<file path="src/fci_pkg.sv">
package fci_pkg;
    // Clock and bus widths
    localparam int CLK_PERIOD_NS = 10;
    localparam int ADDR_W = 17;
    localparam int DATA_W = 16;

    // Bus cycle timing; a least time rounds up to whole cycles
    localparam int ACCESS_NS = 120;
    localparam int RD_CYC = (ACCESS_NS + CLK_PERIOD_NS - 1) / CLK_PERIOD_NS;
    localparam int SYNC_STAGES = 2;
    localparam int WE_LOW_NS = 50;
    localparam int WE_LOW_CYC = (WE_LOW_NS + CLK_PERIOD_NS - 1) / CLK_PERIOD_NS;
    localparam int WE_HIGH_NS = 30;
    localparam int WE_HIGH_CYC = (WE_HIGH_NS + CLK_PERIOD_NS - 1) / CLK_PERIOD_NS;

    // Wait after read/reset from erase mode (least time, rounded up)
    localparam int RESET_WAIT_US = 10;
    localparam int RESET_WAIT_CYC = (RESET_WAIT_US * 1000 + CLK_PERIOD_NS - 1) / CLK_PERIOD_NS;
    // Erase collection window, shortest value, rounded down
    localparam int ERASE_WIN_US = 80;
    localparam int ERASE_WIN_CYC = (ERASE_WIN_US * 1000) / CLK_PERIOD_NS;

    // Unlock and command addresses, byte and word configuration
    localparam logic [ADDR_W-1:0] UNLOCK1_BYTE_ADDR = 17'h0AAAA;
    localparam logic [ADDR_W-1:0] UNLOCK1_WORD_ADDR = 17'h05555;
    localparam logic [ADDR_W-1:0] UNLOCK2_BYTE_ADDR = 17'h00555;
    localparam logic [ADDR_W-1:0] UNLOCK2_WORD_ADDR = 17'h02AAA;

    // Command data codes
    localparam logic [7:0] UNLOCK1_DATA = 8'hAA;
    localparam logic [7:0] UNLOCK2_DATA = 8'h55;
    localparam logic [7:0] READ_RESET_CMD = 8'hF0;
    localparam logic [7:0] IDENT_QUERY_CMD = 8'h90;
    localparam logic [7:0] PROGRAM_CMD = 8'hA0;
    localparam logic [7:0] ERASE_SETUP_CMD = 8'h80;
    localparam logic [7:0] BLOCK_ERASE_CMD = 8'h30;

    // Status bit positions
    localparam int POLLING_STATUS_BIT = 7;
    localparam int TOGGLE_STATUS_BIT = 6;
    localparam int ERROR_STATUS_BIT = 5;
    localparam int ERASE_TIMER_STATUS_BIT = 3;
    localparam int BLOCK_TOGGLE_STATUS_BIT = 2;

    // User operations
    typedef enum logic [2:0] {
        OP_READ = 3'h0,
        OP_RESET = 3'h1,
        OP_IDENT_QUERY = 3'h2,
        OP_PROGRAM = 3'h3,
        OP_BLOCK_ERASE = 3'h4,
        OP_ERASE_ADD = 3'h5,
        OP_POLL = 3'h6,
        OP_SPARE = 3'h7
    } fci_op_t;
endpackage : fci_pkg

</file>
<file path="src/fci_cyc_if.sv">
`timescale 1ns/10ps
interface fci_cyc_if;
    import fci_pkg::*;
    logic req;
    logic wr;
    logic [ADDR_W-1:0] addr;
    logic [DATA_W-1:0] wdata;
    logic byte_mode;
    logic done;
    logic [DATA_W-1:0] rdata;

    modport ctl (output req, output wr, output addr, output wdata, output byte_mode,
                 input done, input rdata);
    modport eng (input req, input wr, input addr, input wdata, input byte_mode,
                 output done, output rdata);
endinterface : fci_cyc_if

</file>
<file path="src/fci_bus_cycle.sv">
`timescale 1ns/10ps
module fci_bus_cycle (
    input wire logic mclk_i,
    input wire logic rstn_i,
    fci_cyc_if.eng cyc,
    output logic [15:0] fl_addr_o,
    output logic [15:0] fl_dq_o,
    output logic [2:0] fl_dq_oe_o,
    input wire logic [15:0] fl_dq_i,
    output logic fl_ce_n_o,
    output logic fl_oe_n_o,
    output logic fl_we_n_o
);
    import fci_pkg::*;

    typedef enum logic [2:0] {
        B_IDLE = 3'h0,
        B_SETUP = 3'h1,
        B_PULSE = 3'h2,
        B_HOLD = 3'h3,
        B_READ = 3'h4
    } fci_bstate_t;

    localparam logic [7:0] RD_LAST = 8'(RD_CYC + SYNC_STAGES - 1);
    localparam logic [7:0] WL_LAST = 8'(WE_LOW_CYC - 1);
    localparam logic [7:0] WH_LAST = 8'(WE_HIGH_CYC - 1);

    fci_bstate_t state, next_state;
    logic [7:0] cnt, next_cnt;
    logic wr, next_wr;
    logic [15:0] addr, next_addr;
    logic [15:0] dq, next_dq;
    logic [2:0] oe, next_oe;
    logic ce_n, next_ce_n;
    logic oen, next_oen;
    logic we_n, next_we_n;
    logic done, next_done;
    logic [15:0] rdata, next_rdata;
    logic [15:0] dq_meta, dq_sync;

    // Pin data passes two flops before anything reads it
    always_ff @(posedge mclk_i or negedge rstn_i) begin
        if (!rstn_i) begin
            dq_meta <= 16'h0000;
            dq_sync <= 16'h0000;
        end else begin
            dq_meta <= fl_dq_i;
            dq_sync <= dq_meta;
        end
    end

    // One write or read strobe per request
    always_comb begin
        next_state = state;
        next_cnt = cnt;
        next_wr = wr;
        next_addr = addr;
        next_dq = dq;
        next_oe = oe;
        next_ce_n = ce_n;
        next_oen = oen;
        next_we_n = we_n;
        next_done = 1'b0;
        next_rdata = rdata;
        unique case (state)
            B_IDLE: begin
                if (cyc.req) begin
                    next_wr = cyc.wr;
                    // In byte mode the lowest bit rides on DQ15 as the extra address line
                    next_addr = cyc.byte_mode ? cyc.addr[16:1] : cyc.addr[15:0];
                    next_dq = cyc.byte_mode ? {cyc.addr[0], 7'h00, cyc.wdata[7:0]} : cyc.wdata;
                    next_oe = cyc.byte_mode ? {1'b1, 1'b0, cyc.wr} : {3{cyc.wr}};
                    next_ce_n = 1'b0;
                    next_cnt = 8'h00;
                    next_state = B_SETUP;
                end
            end
            B_SETUP: begin
                // Address settles one cycle before the falling strobe
                if (wr) begin
                    next_we_n = 1'b0;
                    next_state = B_PULSE;
                end else begin
                    next_oen = 1'b0;
                    next_state = B_READ;
                end
            end
            B_PULSE: begin
                next_cnt = cnt + 8'h01;
                if (cnt == WL_LAST) begin
                    next_we_n = 1'b1;
                    next_cnt = 8'h00;
                    next_state = B_HOLD;
                end
            end
            B_HOLD: begin
                // Data stays driven past the rising strobe so it is captured cleanly
                next_cnt = cnt + 8'h01;
                next_ce_n = 1'b1;
                if (cnt == WH_LAST) begin
                    next_oe = 3'h0;
                    next_done = 1'b1;
                    next_state = B_IDLE;
                end
            end
            B_READ: begin
                // Access time plus the synchroniser delay
                next_cnt = cnt + 8'h01;
                if (cnt == RD_LAST) begin
                    next_rdata = dq_sync;
                    next_oen = 1'b1;
                    next_ce_n = 1'b1;
                    next_oe = 3'h0;
                    next_done = 1'b1;
                    next_state = B_IDLE;
                end
            end
            default: next_state = B_IDLE;
        endcase
    end

    always_ff @(posedge mclk_i or negedge rstn_i) begin
        if (!rstn_i) begin
            state <= B_IDLE;
            cnt <= 8'h00;
            wr <= 1'b0;
            addr <= 16'h0000;
            dq <= 16'h0000;
            oe <= 3'h0;
            ce_n <= 1'b1;
            oen <= 1'b1;
            we_n <= 1'b1;
            done <= 1'b0;
            rdata <= 16'h0000;
        end else begin
            state <= next_state;
            cnt <= next_cnt;
            wr <= next_wr;
            addr <= next_addr;
            dq <= next_dq;
            oe <= next_oe;
            ce_n <= next_ce_n;
            oen <= next_oen;
            we_n <= next_we_n;
            done <= next_done;
            rdata <= next_rdata;
        end
    end

    assign fl_addr_o = addr;
    assign fl_dq_o = dq;
    assign fl_dq_oe_o = oe;
    assign fl_ce_n_o = ce_n;
    assign fl_oe_n_o = oen;
    assign fl_we_n_o = we_n;
    assign cyc.done = done;
    assign cyc.rdata = rdata;
endmodule : fci_bus_cycle

</file>
<file path="src/fci_host.sv">
`timescale 1ns/10ps
// Overview of operation
// - First unlock writes AAh to AAAAh (byte) or 5555h (word).
// - Second unlock writes 55h to 555h (byte) or 2AAAh (word).
// - Unlock pairs sit at positions one, two and, for six cycles, four, five.
// - After read/reset during erase, wait 10 us before trusting reads.
// - Identifier query: unlock pair then 90h at the command address.
// - Program: unlock pair, A0h at the command address, then the data write.
// - Block erase: unlock, 80h, unlock, 30h at the block address.
// - Further 30h confirms queue more blocks before the window closes.
module fci_host #(
    parameter int ERASE_WIN_CYCLES = fci_pkg::ERASE_WIN_CYC
) (
    input wire logic mclk_i,
    input wire logic rstn_i,
    input wire logic byte_mode_i,
    input wire logic cmd_valid_i,
    output logic cmd_ready_o,
    input wire fci_pkg::fci_op_t cmd_op_i,
    input wire logic [fci_pkg::ADDR_W-1:0] cmd_addr_i,
    input wire logic [fci_pkg::DATA_W-1:0] cmd_data_i,
    output logic rsp_valid_o,
    output logic [fci_pkg::DATA_W-1:0] rsp_data_o,
    output logic rsp_err_o,
    output logic erase_window_o,
    output logic [15:0] fl_addr_o,
    output logic [15:0] fl_dq_o,
    output logic [2:0] fl_dq_oe_o,
    input wire logic [15:0] fl_dq_i,
    output logic fl_ce_n_o,
    output logic fl_oe_n_o,
    output logic fl_we_n_o,
    output logic fl_byte_n_o
);
    import fci_pkg::*;

    typedef enum logic [3:0] {
        S_IDLE = 4'h0,
        S_WR_GO = 4'h1,
        S_WR_WAIT = 4'h2,
        S_RD_GO = 4'h3,
        S_RD_WAIT = 4'h4,
        S_PL_GO = 4'h5,
        S_PL_WAIT = 4'h6,
        S_RST_WAIT = 4'h7,
        S_RESP = 4'h8
    } fci_state_t;

    localparam logic [15:0] RST_WAIT_LAST = 16'(RESET_WAIT_CYC - 1);
    // Window closes early enough that a last accepted confirm still rises inside the timeout
    localparam logic [15:0] WIN_LOAD = 16'(ERASE_WIN_CYCLES - WE_LOW_CYC - WE_HIGH_CYC - 3);

    fci_cyc_if cyc ();

    // Number of writes in each command sequence
    function automatic logic [2:0] seq_len(input fci_op_t op);
        unique case (op)
            OP_IDENT_QUERY: seq_len = 3'd3;
            OP_PROGRAM: seq_len = 3'd4;
            OP_BLOCK_ERASE: seq_len = 3'd6;
            default: seq_len = 3'd1;
        endcase
    endfunction : seq_len

    // Address of one write of a sequence
    function automatic logic [ADDR_W-1:0] seq_addr(input fci_op_t op, input logic [2:0] step,
                                                  input logic bm, input logic [ADDR_W-1:0] ua);
        if (step == seq_len(op) - 3'd1 && op != OP_IDENT_QUERY)
            seq_addr = ua;
        else if (step == 3'd1 || step == 3'd4)
            seq_addr = bm ? UNLOCK2_BYTE_ADDR : UNLOCK2_WORD_ADDR;
        else
            seq_addr = bm ? UNLOCK1_BYTE_ADDR : UNLOCK1_WORD_ADDR;
    endfunction : seq_addr

    // Data of one write of a sequence
    function automatic logic [DATA_W-1:0] seq_data(input fci_op_t op, input logic [2:0] step,
                                                  input logic [DATA_W-1:0] ud);
        logic [7:0] c;
        c = UNLOCK1_DATA;
        if (op == OP_PROGRAM && step == 3'd3)
            return ud;
        if (op == OP_RESET)
            c = READ_RESET_CMD;
        else if (op == OP_ERASE_ADD || step == 3'd5)
            c = BLOCK_ERASE_CMD;
        else if (step == 3'd1 || step == 3'd4)
            c = UNLOCK2_DATA;
        else if (step == 3'd2)
            c = (op == OP_IDENT_QUERY) ? IDENT_QUERY_CMD :
                (op == OP_PROGRAM) ? PROGRAM_CMD : ERASE_SETUP_CMD;
        return {8'h00, c};
    endfunction : seq_data

    fci_state_t state, next_state;
    fci_op_t op, next_op;
    logic [2:0] step, next_step;
    logic [ADDR_W-1:0] uaddr, next_uaddr;
    logic [DATA_W-1:0] udata, next_udata;
    logic bm, next_bm;
    logic [DATA_W-1:0] prev, next_prev;
    logic have_prev, next_have_prev;
    logic err_seen, next_err_seen;
    logic fail, next_fail;
    logic erase_active, next_erase_active;
    logic [15:0] win_cnt, next_win_cnt;
    logic [15:0] wait_cnt, next_wait_cnt;
    logic rsp_valid, next_rsp_valid;
    logic [DATA_W-1:0] rsp_data, next_rsp_data;
    logic rsp_err, next_rsp_err;

    // Sequencer: unlock writes, command write, then status polling after a program
    always_comb begin
        next_state = state;
        next_op = op;
        next_step = step;
        next_uaddr = uaddr;
        next_udata = udata;
        next_bm = bm;
        next_prev = prev;
        next_have_prev = have_prev;
        next_err_seen = err_seen;
        next_fail = fail;
        next_erase_active = erase_active;
        next_win_cnt = (win_cnt != 16'h0000) ? win_cnt - 16'h0001 : win_cnt;
        next_wait_cnt = wait_cnt;
        next_rsp_valid = 1'b0;
        next_rsp_data = rsp_data;
        next_rsp_err = rsp_err;
        unique case (state)
            S_IDLE: begin
                if (cmd_valid_i) begin
                    next_op = cmd_op_i;
                    next_uaddr = cmd_addr_i;
                    next_udata = cmd_data_i;
                    next_bm = byte_mode_i;
                    next_step = 3'd0;
                    next_fail = 1'b0;
                    next_have_prev = 1'b0;
                    next_err_seen = 1'b0;
                    next_rsp_data = 16'h0000;
                    if (cmd_op_i == OP_ERASE_ADD && win_cnt == 16'h0000) begin
                        next_rsp_err = 1'b1;
                        next_state = S_RESP;
                    end else if (cmd_op_i == OP_READ) begin
                        next_state = S_RD_GO;
                    end else if (cmd_op_i == OP_POLL) begin
                        next_state = S_PL_GO;
                    end else if (cmd_op_i == OP_SPARE) begin
                        next_rsp_err = 1'b1;
                        next_state = S_RESP;
                    end else begin
                        next_state = S_WR_GO;
                    end
                end
            end
            S_WR_GO: next_state = S_WR_WAIT;
            S_WR_WAIT: begin
                if (cyc.done) begin
                    next_step = step + 3'd1;
                    next_state = S_WR_GO;
                    if (step == seq_len(op) - 3'd1) begin
                        next_rsp_err = fail;
                        next_state = S_RESP;
                        unique case (op)
                            OP_BLOCK_ERASE, OP_ERASE_ADD: begin
                                next_win_cnt = WIN_LOAD;
                                next_erase_active = 1'b1;
                            end
                            OP_PROGRAM: next_state = S_PL_GO;
                            OP_RESET: begin
                                next_wait_cnt = 16'h0000;
                                next_win_cnt = 16'h0000;
                                if (erase_active)
                                    next_state = S_RST_WAIT;
                                next_erase_active = 1'b0;
                            end
                            default: next_state = S_RESP;
                        endcase
                    end
                end
            end
            S_RD_GO: next_state = S_RD_WAIT;
            S_RD_WAIT: begin
                if (cyc.done) begin
                    next_rsp_data = cyc.rdata;
                    next_rsp_err = 1'b0;
                    next_state = S_RESP;
                end
            end
            S_PL_GO: next_state = S_PL_WAIT;
            S_PL_WAIT: begin
                if (cyc.done) begin
                    next_prev = cyc.rdata;
                    next_have_prev = 1'b1;
                    next_state = S_PL_GO;
                    if (have_prev) begin
                        if (prev[TOGGLE_STATUS_BIT] == cyc.rdata[TOGGLE_STATUS_BIT]) begin
                            next_rsp_data = cyc.rdata;
                            next_rsp_err = 1'b0;
                            if (win_cnt == 16'h0000)
                                next_erase_active = 1'b0;
                            next_state = S_RESP;
                        end else if (err_seen) begin
                            next_rsp_data = cyc.rdata;
                            next_fail = 1'b1;
                            next_op = OP_RESET;
                            next_step = 3'd0;
                            next_state = S_WR_GO;
                        end else if (cyc.rdata[ERROR_STATUS_BIT]) begin
                            next_err_seen = 1'b1;
                            next_have_prev = 1'b0;
                        end
                    end
                end
            end
            S_RST_WAIT: begin
                next_wait_cnt = wait_cnt + 16'h0001;
                if (wait_cnt == RST_WAIT_LAST)
                    next_state = S_RESP;
            end
            S_RESP: begin
                next_rsp_valid = 1'b1;
                next_state = S_IDLE;
            end
            default: next_state = S_IDLE;
        endcase
    end

    always_ff @(posedge mclk_i or negedge rstn_i) begin
        if (!rstn_i) begin
            state <= S_IDLE;
            op <= OP_READ;
            step <= 3'd0;
            uaddr <= 17'h00000;
            udata <= 16'h0000;
            bm <= 1'b0;
            prev <= 16'h0000;
            have_prev <= 1'b0;
            err_seen <= 1'b0;
            fail <= 1'b0;
            erase_active <= 1'b0;
            win_cnt <= 16'h0000;
            wait_cnt <= 16'h0000;
            rsp_valid <= 1'b0;
            rsp_data <= 16'h0000;
            rsp_err <= 1'b0;
        end else begin
            state <= next_state;
            op <= next_op;
            step <= next_step;
            uaddr <= next_uaddr;
            udata <= next_udata;
            bm <= next_bm;
            prev <= next_prev;
            have_prev <= next_have_prev;
            err_seen <= next_err_seen;
            fail <= next_fail;
            erase_active <= next_erase_active;
            win_cnt <= next_win_cnt;
            wait_cnt <= next_wait_cnt;
            rsp_valid <= next_rsp_valid;
            rsp_data <= next_rsp_data;
            rsp_err <= next_rsp_err;
        end
    end

    assign cyc.req = (state == S_WR_GO) || (state == S_RD_GO) || (state == S_PL_GO);
    assign cyc.wr = (state == S_WR_GO);
    assign cyc.addr = (state == S_WR_GO) ? seq_addr(op, step, bm, uaddr) : uaddr;
    assign cyc.wdata = seq_data(op, step, udata);
    assign cyc.byte_mode = bm;

    fci_bus_cycle u_cycle (
        .mclk_i(mclk_i),
        .rstn_i(rstn_i),
        .cyc(cyc),
        .fl_addr_o(fl_addr_o),
        .fl_dq_o(fl_dq_o),
        .fl_dq_oe_o(fl_dq_oe_o),
        .fl_dq_i(fl_dq_i),
        .fl_ce_n_o(fl_ce_n_o),
        .fl_oe_n_o(fl_oe_n_o),
        .fl_we_n_o(fl_we_n_o)
    );

    // Organisation pin follows the configuration of the current command
    assign fl_byte_n_o = ~bm;
    assign cmd_ready_o = (state == S_IDLE);
    assign rsp_valid_o = rsp_valid;
    assign rsp_data_o = rsp_data;
    assign rsp_err_o = rsp_err;
    assign erase_window_o = (win_cnt != 16'h0000);
endmodule : fci_host

</file>
<file path="config.mk">
export PLATFORM = sky130hd
export DESIGN_NAME = fci_host
export DESIGN_NICKNAME = d
export VERILOG_FILES = /design/src/fci_pkg.sv /design/src/fci_cyc_if.sv /design/src/fci_bus_cycle.sv /design/src/fci_host.sv
export SDC_FILE = /design/constraint.sdc
export NUM_CORES = 1
export LEC_CHECK = 0
export BUFFER_PORTS_ARGS = -buffer_cell sky130_fd_sc_hd__buf_4
export CORE_ASPECT_RATIO = 1.1
export CORE_MARGIN = 4
export CORE_UTILIZATION = 53
export DETAILED_ROUTE_END_ITERATION = 8
export GPL_TIMING_DRIVEN = 0
export PLACE_DENSITY = 0.77
export SLEW_MARGIN = 20
export SYNTH_ARGS = -nofsm -noshare
export SYNTH_HDL_FRONTEND = slang
export SYNTH_HIERARCHICAL = 1
export SYNTH_SLANG_ARGS = --single-unit
</file>
<file path="constraint.sdc">
create_clock -name mclk_i -period 2.8 [get_ports mclk_i]
set_input_delay 0.28 -clock mclk_i [delete_from_list [all_inputs] [get_ports mclk_i]]
set_output_delay 0.28 -clock mclk_i [all_outputs]
set_load 0.01 [all_outputs]
</file>
# --- Word level (Yosys, flattened, before mapping) ---
# Index checks and enable logic that the tools add are counted.
word_totals:
  ff_bits: 204
  in_bits: 56
  output_inout_bits: 59
  wordCells: 261
classes:
  addsub: 6
  n_eq_ne: 56
  mux: 126
  bitwise_logic: 1
  reduce_logical: 43
ops:
  columns: ["op", "count"]
  rows:
  - ["$mux W16", 19]
  - ["$pmux W16 S2", 2]
  - ["$mux W3", 21]
  - ["$mux W4", 13]
  - ["$pmux W16 S3", 1]
  - ["$mux W1", 41]
  - ["$mux W8", 5]
  - ["$mux W17", 2]
  - ["$pmux W4 S8", 1]
  - ["$pmux W3 S3", 3]
  - ["$eq A3 B3 Y1 const B", 8]
  - ["$pmux W8 S3", 1]
  - ["$ne A2 B2 Y1 const B", 11]
  - ["$eq A3 B2 Y1 const B", 6]
  - ["$mux W6", 3]
  - ["$add A16 B1 Y16 const B", 1]
  - ["$eq A16 B10 Y1 const B", 1]
  - ["$eq A4 B3 Y1 const B", 4]
  - ["$logic_not A16 Y1", 1]
  - ["$pmux W1 S2", 8]
  - ["$reduce_bool A16 Y1", 1]
  - ["$sub A16 B1 Y16 const B", 1]
  - ["$pmux W3 S5", 1]
  - ["$mux W14", 1]
  - ["37 further kinds", 76]

# --- Longest topological paths before layout ---
logic_depth:
  ltp_word: 9
  mapped_depth: 14
  ltp_nobuf: 11

# --- Modules after synthesis ---
# Netlist, hierarchy kept.
modules_own_cells:
  columns: ["module", "instances", "cells_each", "area_per_inst_um2", "seq_area_each_um2"]
  rows:
  - ["fci_host", 1, 552, 5441.5, 2477.4]
  - ["fci_bus_cycle", 1, 312, 3808.7, 2481.1]

# --- Worst setup path after synthesis ---
# Ideal clock, no wire load.
synth_path:
  path_type: "flip-flop to flip-flop"
  start: "register op[0]"
  end: "register u_cycle.addr[9] (netlist: u_cycle/fl_addr_o[9])"
  setup_time_ps: 135
  t_arrival_ps: 2976
  t_required_ps: 2665
  slack_ps: -310
  stages_incl_launch_ff: 14
  n_path_buf: 3
  synth_period_minus_slack_ps: 3110
  cell_sequence: "dfrtp_1 -> clkbuf_8 -> and3b_2 -> clkbuf_1 -> a21o_1 -> ha_1 -> xnor2_2 -> mux2_4 -> a211oi_1 -> o21ai_2 -> buf_2 -> a21o_1 -> mux2i_1 -> o21ai_0"
synth_via:
  elab_chain_cells: 8
  elab_cells_between_ends: 11
  cone_classes: "add/sub (1); eq/ne (5); mux (4); reduce/logical (1)"
synth_lines:
  columns: ["element", "line_no", "source"]
  rows:
  - ["from (decl)", "fci_host.sv:96", "fci_op_t op, next_op;"]
  - ["from (signal assigned)", "fci_host.sv:250", "op <= next_op;"]
  - ["$eq A3 B3 Y1 or $eq A3 B2 Y1 (tied branches)", "fci_host.sv:57", "unique case (op)"]
  - ["$pmux W3 S3", "fci_host.sv:57", null]
  - ["$sub A3 B1 Y3", "fci_host.sv:68", "if (step == seq_len(op) - 3'd1 && op != OP_IDENT_QUERY)"]
  - ["$eq A3 B3 Y1", "fci_host.sv:68", null]
  - ["$logic_and A1 B1 Y1 *", "fci_host.sv:68", null]
  - ["$mux W17 *", "fci_host.sv:68", null]
  - ["$mux W17 *", "fci_host.sv:270", "assign cyc.addr = (state == S_WR_GO) ? seq_addr(op, step, bm, uaddr) : uaddr;"]
  - ["via cyc.addr[10]", "fci_cyc_if.sv:6", "logic [ADDR_W-1:0] addr;"]
  - ["$mux W16 *", "fci_bus_cycle.sv:70", "next_addr = cyc.byte_mode ? cyc.addr[16:1] : cyc.addr[15:0];"]
  - ["to (signal assigned)", "fci_bus_cycle.sv:139", "addr <= next_addr;"]
  - ["to (decl)", "fci_bus_cycle.sv:31", "logic [15:0] addr, next_addr;"]
# The timed path passes the listed nets; every way through them passes the cells marked *.
# A chain may end at the register's enable or synchronous reset.

# --- Final worst setup path ---
layout_path:
  start: "register op[1]"
  end: "register u_cycle.addr[9] (netlist: u_cycle/fl_addr_o[9])"
# The elaborated chain is that of the path after synthesis.

==> impl_results.md <==
* EDFF count, synth at 0
* WP data arrival at 3.17 ns
* Dpl cells at 1,214
* Finished Layout Cells at 1,275
* Die ar. at 19,600 um2
* Post-synth top flop: dfrtp_1
* # setup viols final at 6
* Fmax achieved at 0.351 GHz
* Count leader, synth: dfrtp_1
* Seq cells post-synth at 198
* Post-route setup slack at -0.0515 ns
* Sequential Power Share at 0.366
* Top cell type's share of synthesized area at 0.528
* Share of cells above drive strength 1 at 0.272
* CP Capture Type: flip-flop
* Netlist cell types at 82
* Reg area at 4960 um2
* Overflow after GRT at 0
* Via/cell ratio at 5.51
* CTS tree: yes
* Diodes inserted at 0
* VDD IR max at 0.615 mV
* Leading cell types by total area after synthesis: dfrtp_1 53%, mux2_2 6.6%, nand2_1 6.0%
* Post-DP HPWL at 14.8 mm
* Post-Syn Nets at 934
* Max Cap Viol at 0
* Vias in the first global route at 7,237
* CP max stage delay at 0.45 ns
* Asr flop ratio synth at 1.00
* Mapped cell area at 9250 um2
* Util after Layout at 0.673
* Root Buffer: clkbuf_16
* First-pass GRT wire length at 35.6 mm
* Post-layout min period at 2.85 ns
* Max clock buf depth at 2
* Pwr Density at 1070 nW/um2
* CP Launch Type: flip-flop
* Clk pin slew, worst setup/hold paths at 0.08 ns
* FP Rows at 50
* Port bufs at 114
* Int Pwr at 7.50 mW
* Clk network pwr share at 0.213
* Via count at 7,025
* Initial DRC Count at 524
* # IOs at 115
* Crit-path max FO at 7
* RSZ-0062 raised after global routing: true
* FILL cells at 1,281
* Synth Instances at 864
* Period utilisation layout at 1.02
* Residual DRC at 0
* H-Tree Depth at 4
* Final net count at 1,098
* Worst Skew at 0.0135 ns
* Net Sw Frac at 0.390
* Fin. Hold Viols at 0
* Switching pwr at 4.80 mW
* Area growth syn-to-layout at 24.2%
* Num CTS Buffers at 17
* LEAKAGE at 5.27 nW
* Initial antenna violation count at 0
* Final instance area at 11,500 um2
* Die height at 147 um
* Cell Chain, Critical Path: and3b_2 -> a21o_1 -> ha_4 -> xnor2_4 -> mux2_4 -> a211oi_4 -> o21ai_4 -> buf_6 -> a21o_1 -> mux2i_1 -> o21ai_1
* Critical Path RT at 3.12 ns
* Commonest cells in the synthesized netlist: 195 x dfrtp_1, 147 x nand2_1, 65 x o21ai_0
* Slowest-stage cell, CP: dfrtp_2
* Initial DRT Pass Iterations at 5
* Place WS at -0.596 ns
* Critical path type: flip-flop to flip-flop
* Yosys top cell by area: dfrtp_1
* Worst Hold Class: input pin to flip-flop
* Clock sinks at 198
* Synth Area per Inst at 10.7 um2
* Overall routing resource usage at 0.223
* Die width at 134 um
* Most frequent CP cell: a21o_1
* Actual slew at the worst max-slew pin at 0.954 ns
* Combinational Power Share at 0.421
* Status: complete, but fails checks
* Clock Latency Late Sink at 0.44 ns
* Initial Utilization at 0.542
* Area of the multi-input gates at 4110 um2
* Core Box Area at 17,100 um2
* Ys Warns at 6
* Total negative slack at -0.152 ns
* Pin count of the biggest net entering global routing at 87
* Routed Antenna Nets at 0
* Average wire per standard cell at 16.7 um
* Slew margin rel. at 0.359
* Gpl congestion at 0.871
* Placed inst area at 10,500 um2
* Failing checks: setup timing
* Sequential area share after synthesis at 0.536
* Routed WL at 21.3 mm
* Slew Limit Fails at 0
## registers in the layout (all words and copies together), names as in the netlist, 4 cells and up
name,count
u_cycle/fl_dq_o,16
u_cycle/dq_sync,16
u_cycle/cyc.rdata,16
win_cnt,16
u_cycle/fl_addr_o,16
rsp_data_o,16
uaddr,17
udata,16
wait_cnt,16
u_cycle/cnt,8
u_cycle/dq_meta,16
state,4
## power by group through the flow
stage          Combinational, mW  Sequential (mW)  Clock [mW]
6_report                    5.17             4.50        2.62
5_1_grt                     5.68             4.63        2.78
4_1_cts                     5.09             4.48        2.65
3_5_place_dp                4.82             4.52           0
3_3_place_gp                4.69             4.49           0
2_1_floorplan               3.29             4.49           0
## metrics by stage
stage / power, mW / hold slack, ns
3_5_place_dp: 9.35 / 0.178
4_1_cts: 12.2 / 0.0509
5_1_grt: 13.1 / 0.0546
6_report: 12.3 / 0.0642
2_1_floorplan: 7.77 / -0.0156
3_3_place_gp: 9.18 / 0.332
## final cells by class
cell class              instances  area share
plain buffers                  37      0.0162
clock buffers                  17      0.0370
clock inverters                15      0.0194
inverters                      24     0.00784
multi-input cells             602       0.358
flip-flops and latches        198       0.432
well taps                     234      0.0255
repair buffers                148       0.104
## cell families after synthesis
| logic type | after synthesis | synth area share |
|---|---|---|
| AOI/OAI and AO/OA | 165 | 0.121 |
| xor gates and xnor gates | 31 | 0.0322 |
| adders and majority gates | 14 | 0.0189 |
| buffers and inverters | 64 | 0.0315 |
| DFF | 198 | 0.536 |
| muxes | 72 | 0.0858 |
| and+or+nand+nor | 320 | 0.175 |
## placed cells by master (no fill, tap or decap), types with 4 or more instances in the layout
| master | instances |
|---|---|
| and3_1 | 14 |
| or3_1 | 4 |
| nand3_1 | 18 |
| a21o_1 | 15 |
| o21ai_1 | 15 |
| nor2_1 | 51 |
| or4_1 | 6 |
| a21oi_1 | 24 |
| mux2i_1 | 17 |
| inv_1 | 23 |
| nand4_1 | 5 |
| a31oi_1 | 6 |
| buf_2 | 7 |
| nand2b_1 | 6 |
| buf_4 | 127 |
| o21ai_0 | 50 |
| o31ai_1 | 11 |
| buf_6 | 4 |
| inv_12 | 6 |
| inv_8 | 5 |
| nor4_1 | 11 |
| xor2_1 | 10 |
| nor2b_1 | 5 |
| dfrtp_1 | 193 |
| nand2_1 | 145 |
| mux2_4 | 4 |
| dlygate4sd3_1 | 17 |
| ha_1 | 13 |
| clkbuf_1 | 24 |
| nor3_1 | 11 |
| mux2_2 | 51 |
| o211ai_1 | 4 |
| clkbuf_16 | 17 |
| xnor2_1 | 19 |
| nand3b_1 | 9 |
## path summary, 6_finish.rpt
path,startpoint,to,slack [ns],cells after the start
worst min register to register,u_cycle/dq_meta[5],u_cycle/dq_sync[5],0.35,0
min in group asynchronous,rstn_i,u_cycle/cnt[7],0.29,2
worst min-delay path,cmd_addr_i[3],uaddr[3],0.06,2
max in group asynchronous,rstn_i,u_cycle/dq_sync[10],1.79,3
worst max register to register,op[1],u_cycle/fl_addr_o[9],-0.05,11
worst max-delay path,op[1],u_cycle/fl_addr_o[9],-0.05,11
## worst max-delay path: cells and delay by family (launching register included)
family	cells	cell delay, ns
flops	1	0.45
buf+inv	1	0.22
mux	2	0.54
simple gates	1	0.23
xor+xnor	1	0.20
compound gates	5	0.92
fa+ha+maj	1	0.18
## per-layer routing
metal | up-vias | part of all wire | global-route usage
met1 | 3492 | 0.43 | 0.292
met4 | 0 | 0.018 | 0.0669
met3 | 26 | 0.044 | 0.0503
met2 | 156 | 0.50 | 0.371
met5 | - | 0 | 0
li1 | 3351 | - | -
## repair_timing
action | CTS | global route
pin swaps | 15 | 12
resized for setup | 19 | 6
buffers inserted | 11 | 3
hold buffers | 17 | 0
gates cloned | 1 | 0
endpoints found under the hold margin | 50 | 0
endpoints found under the setup margin | 73 | 36
No activity file was read; power rests on OpenSTA's default activity.
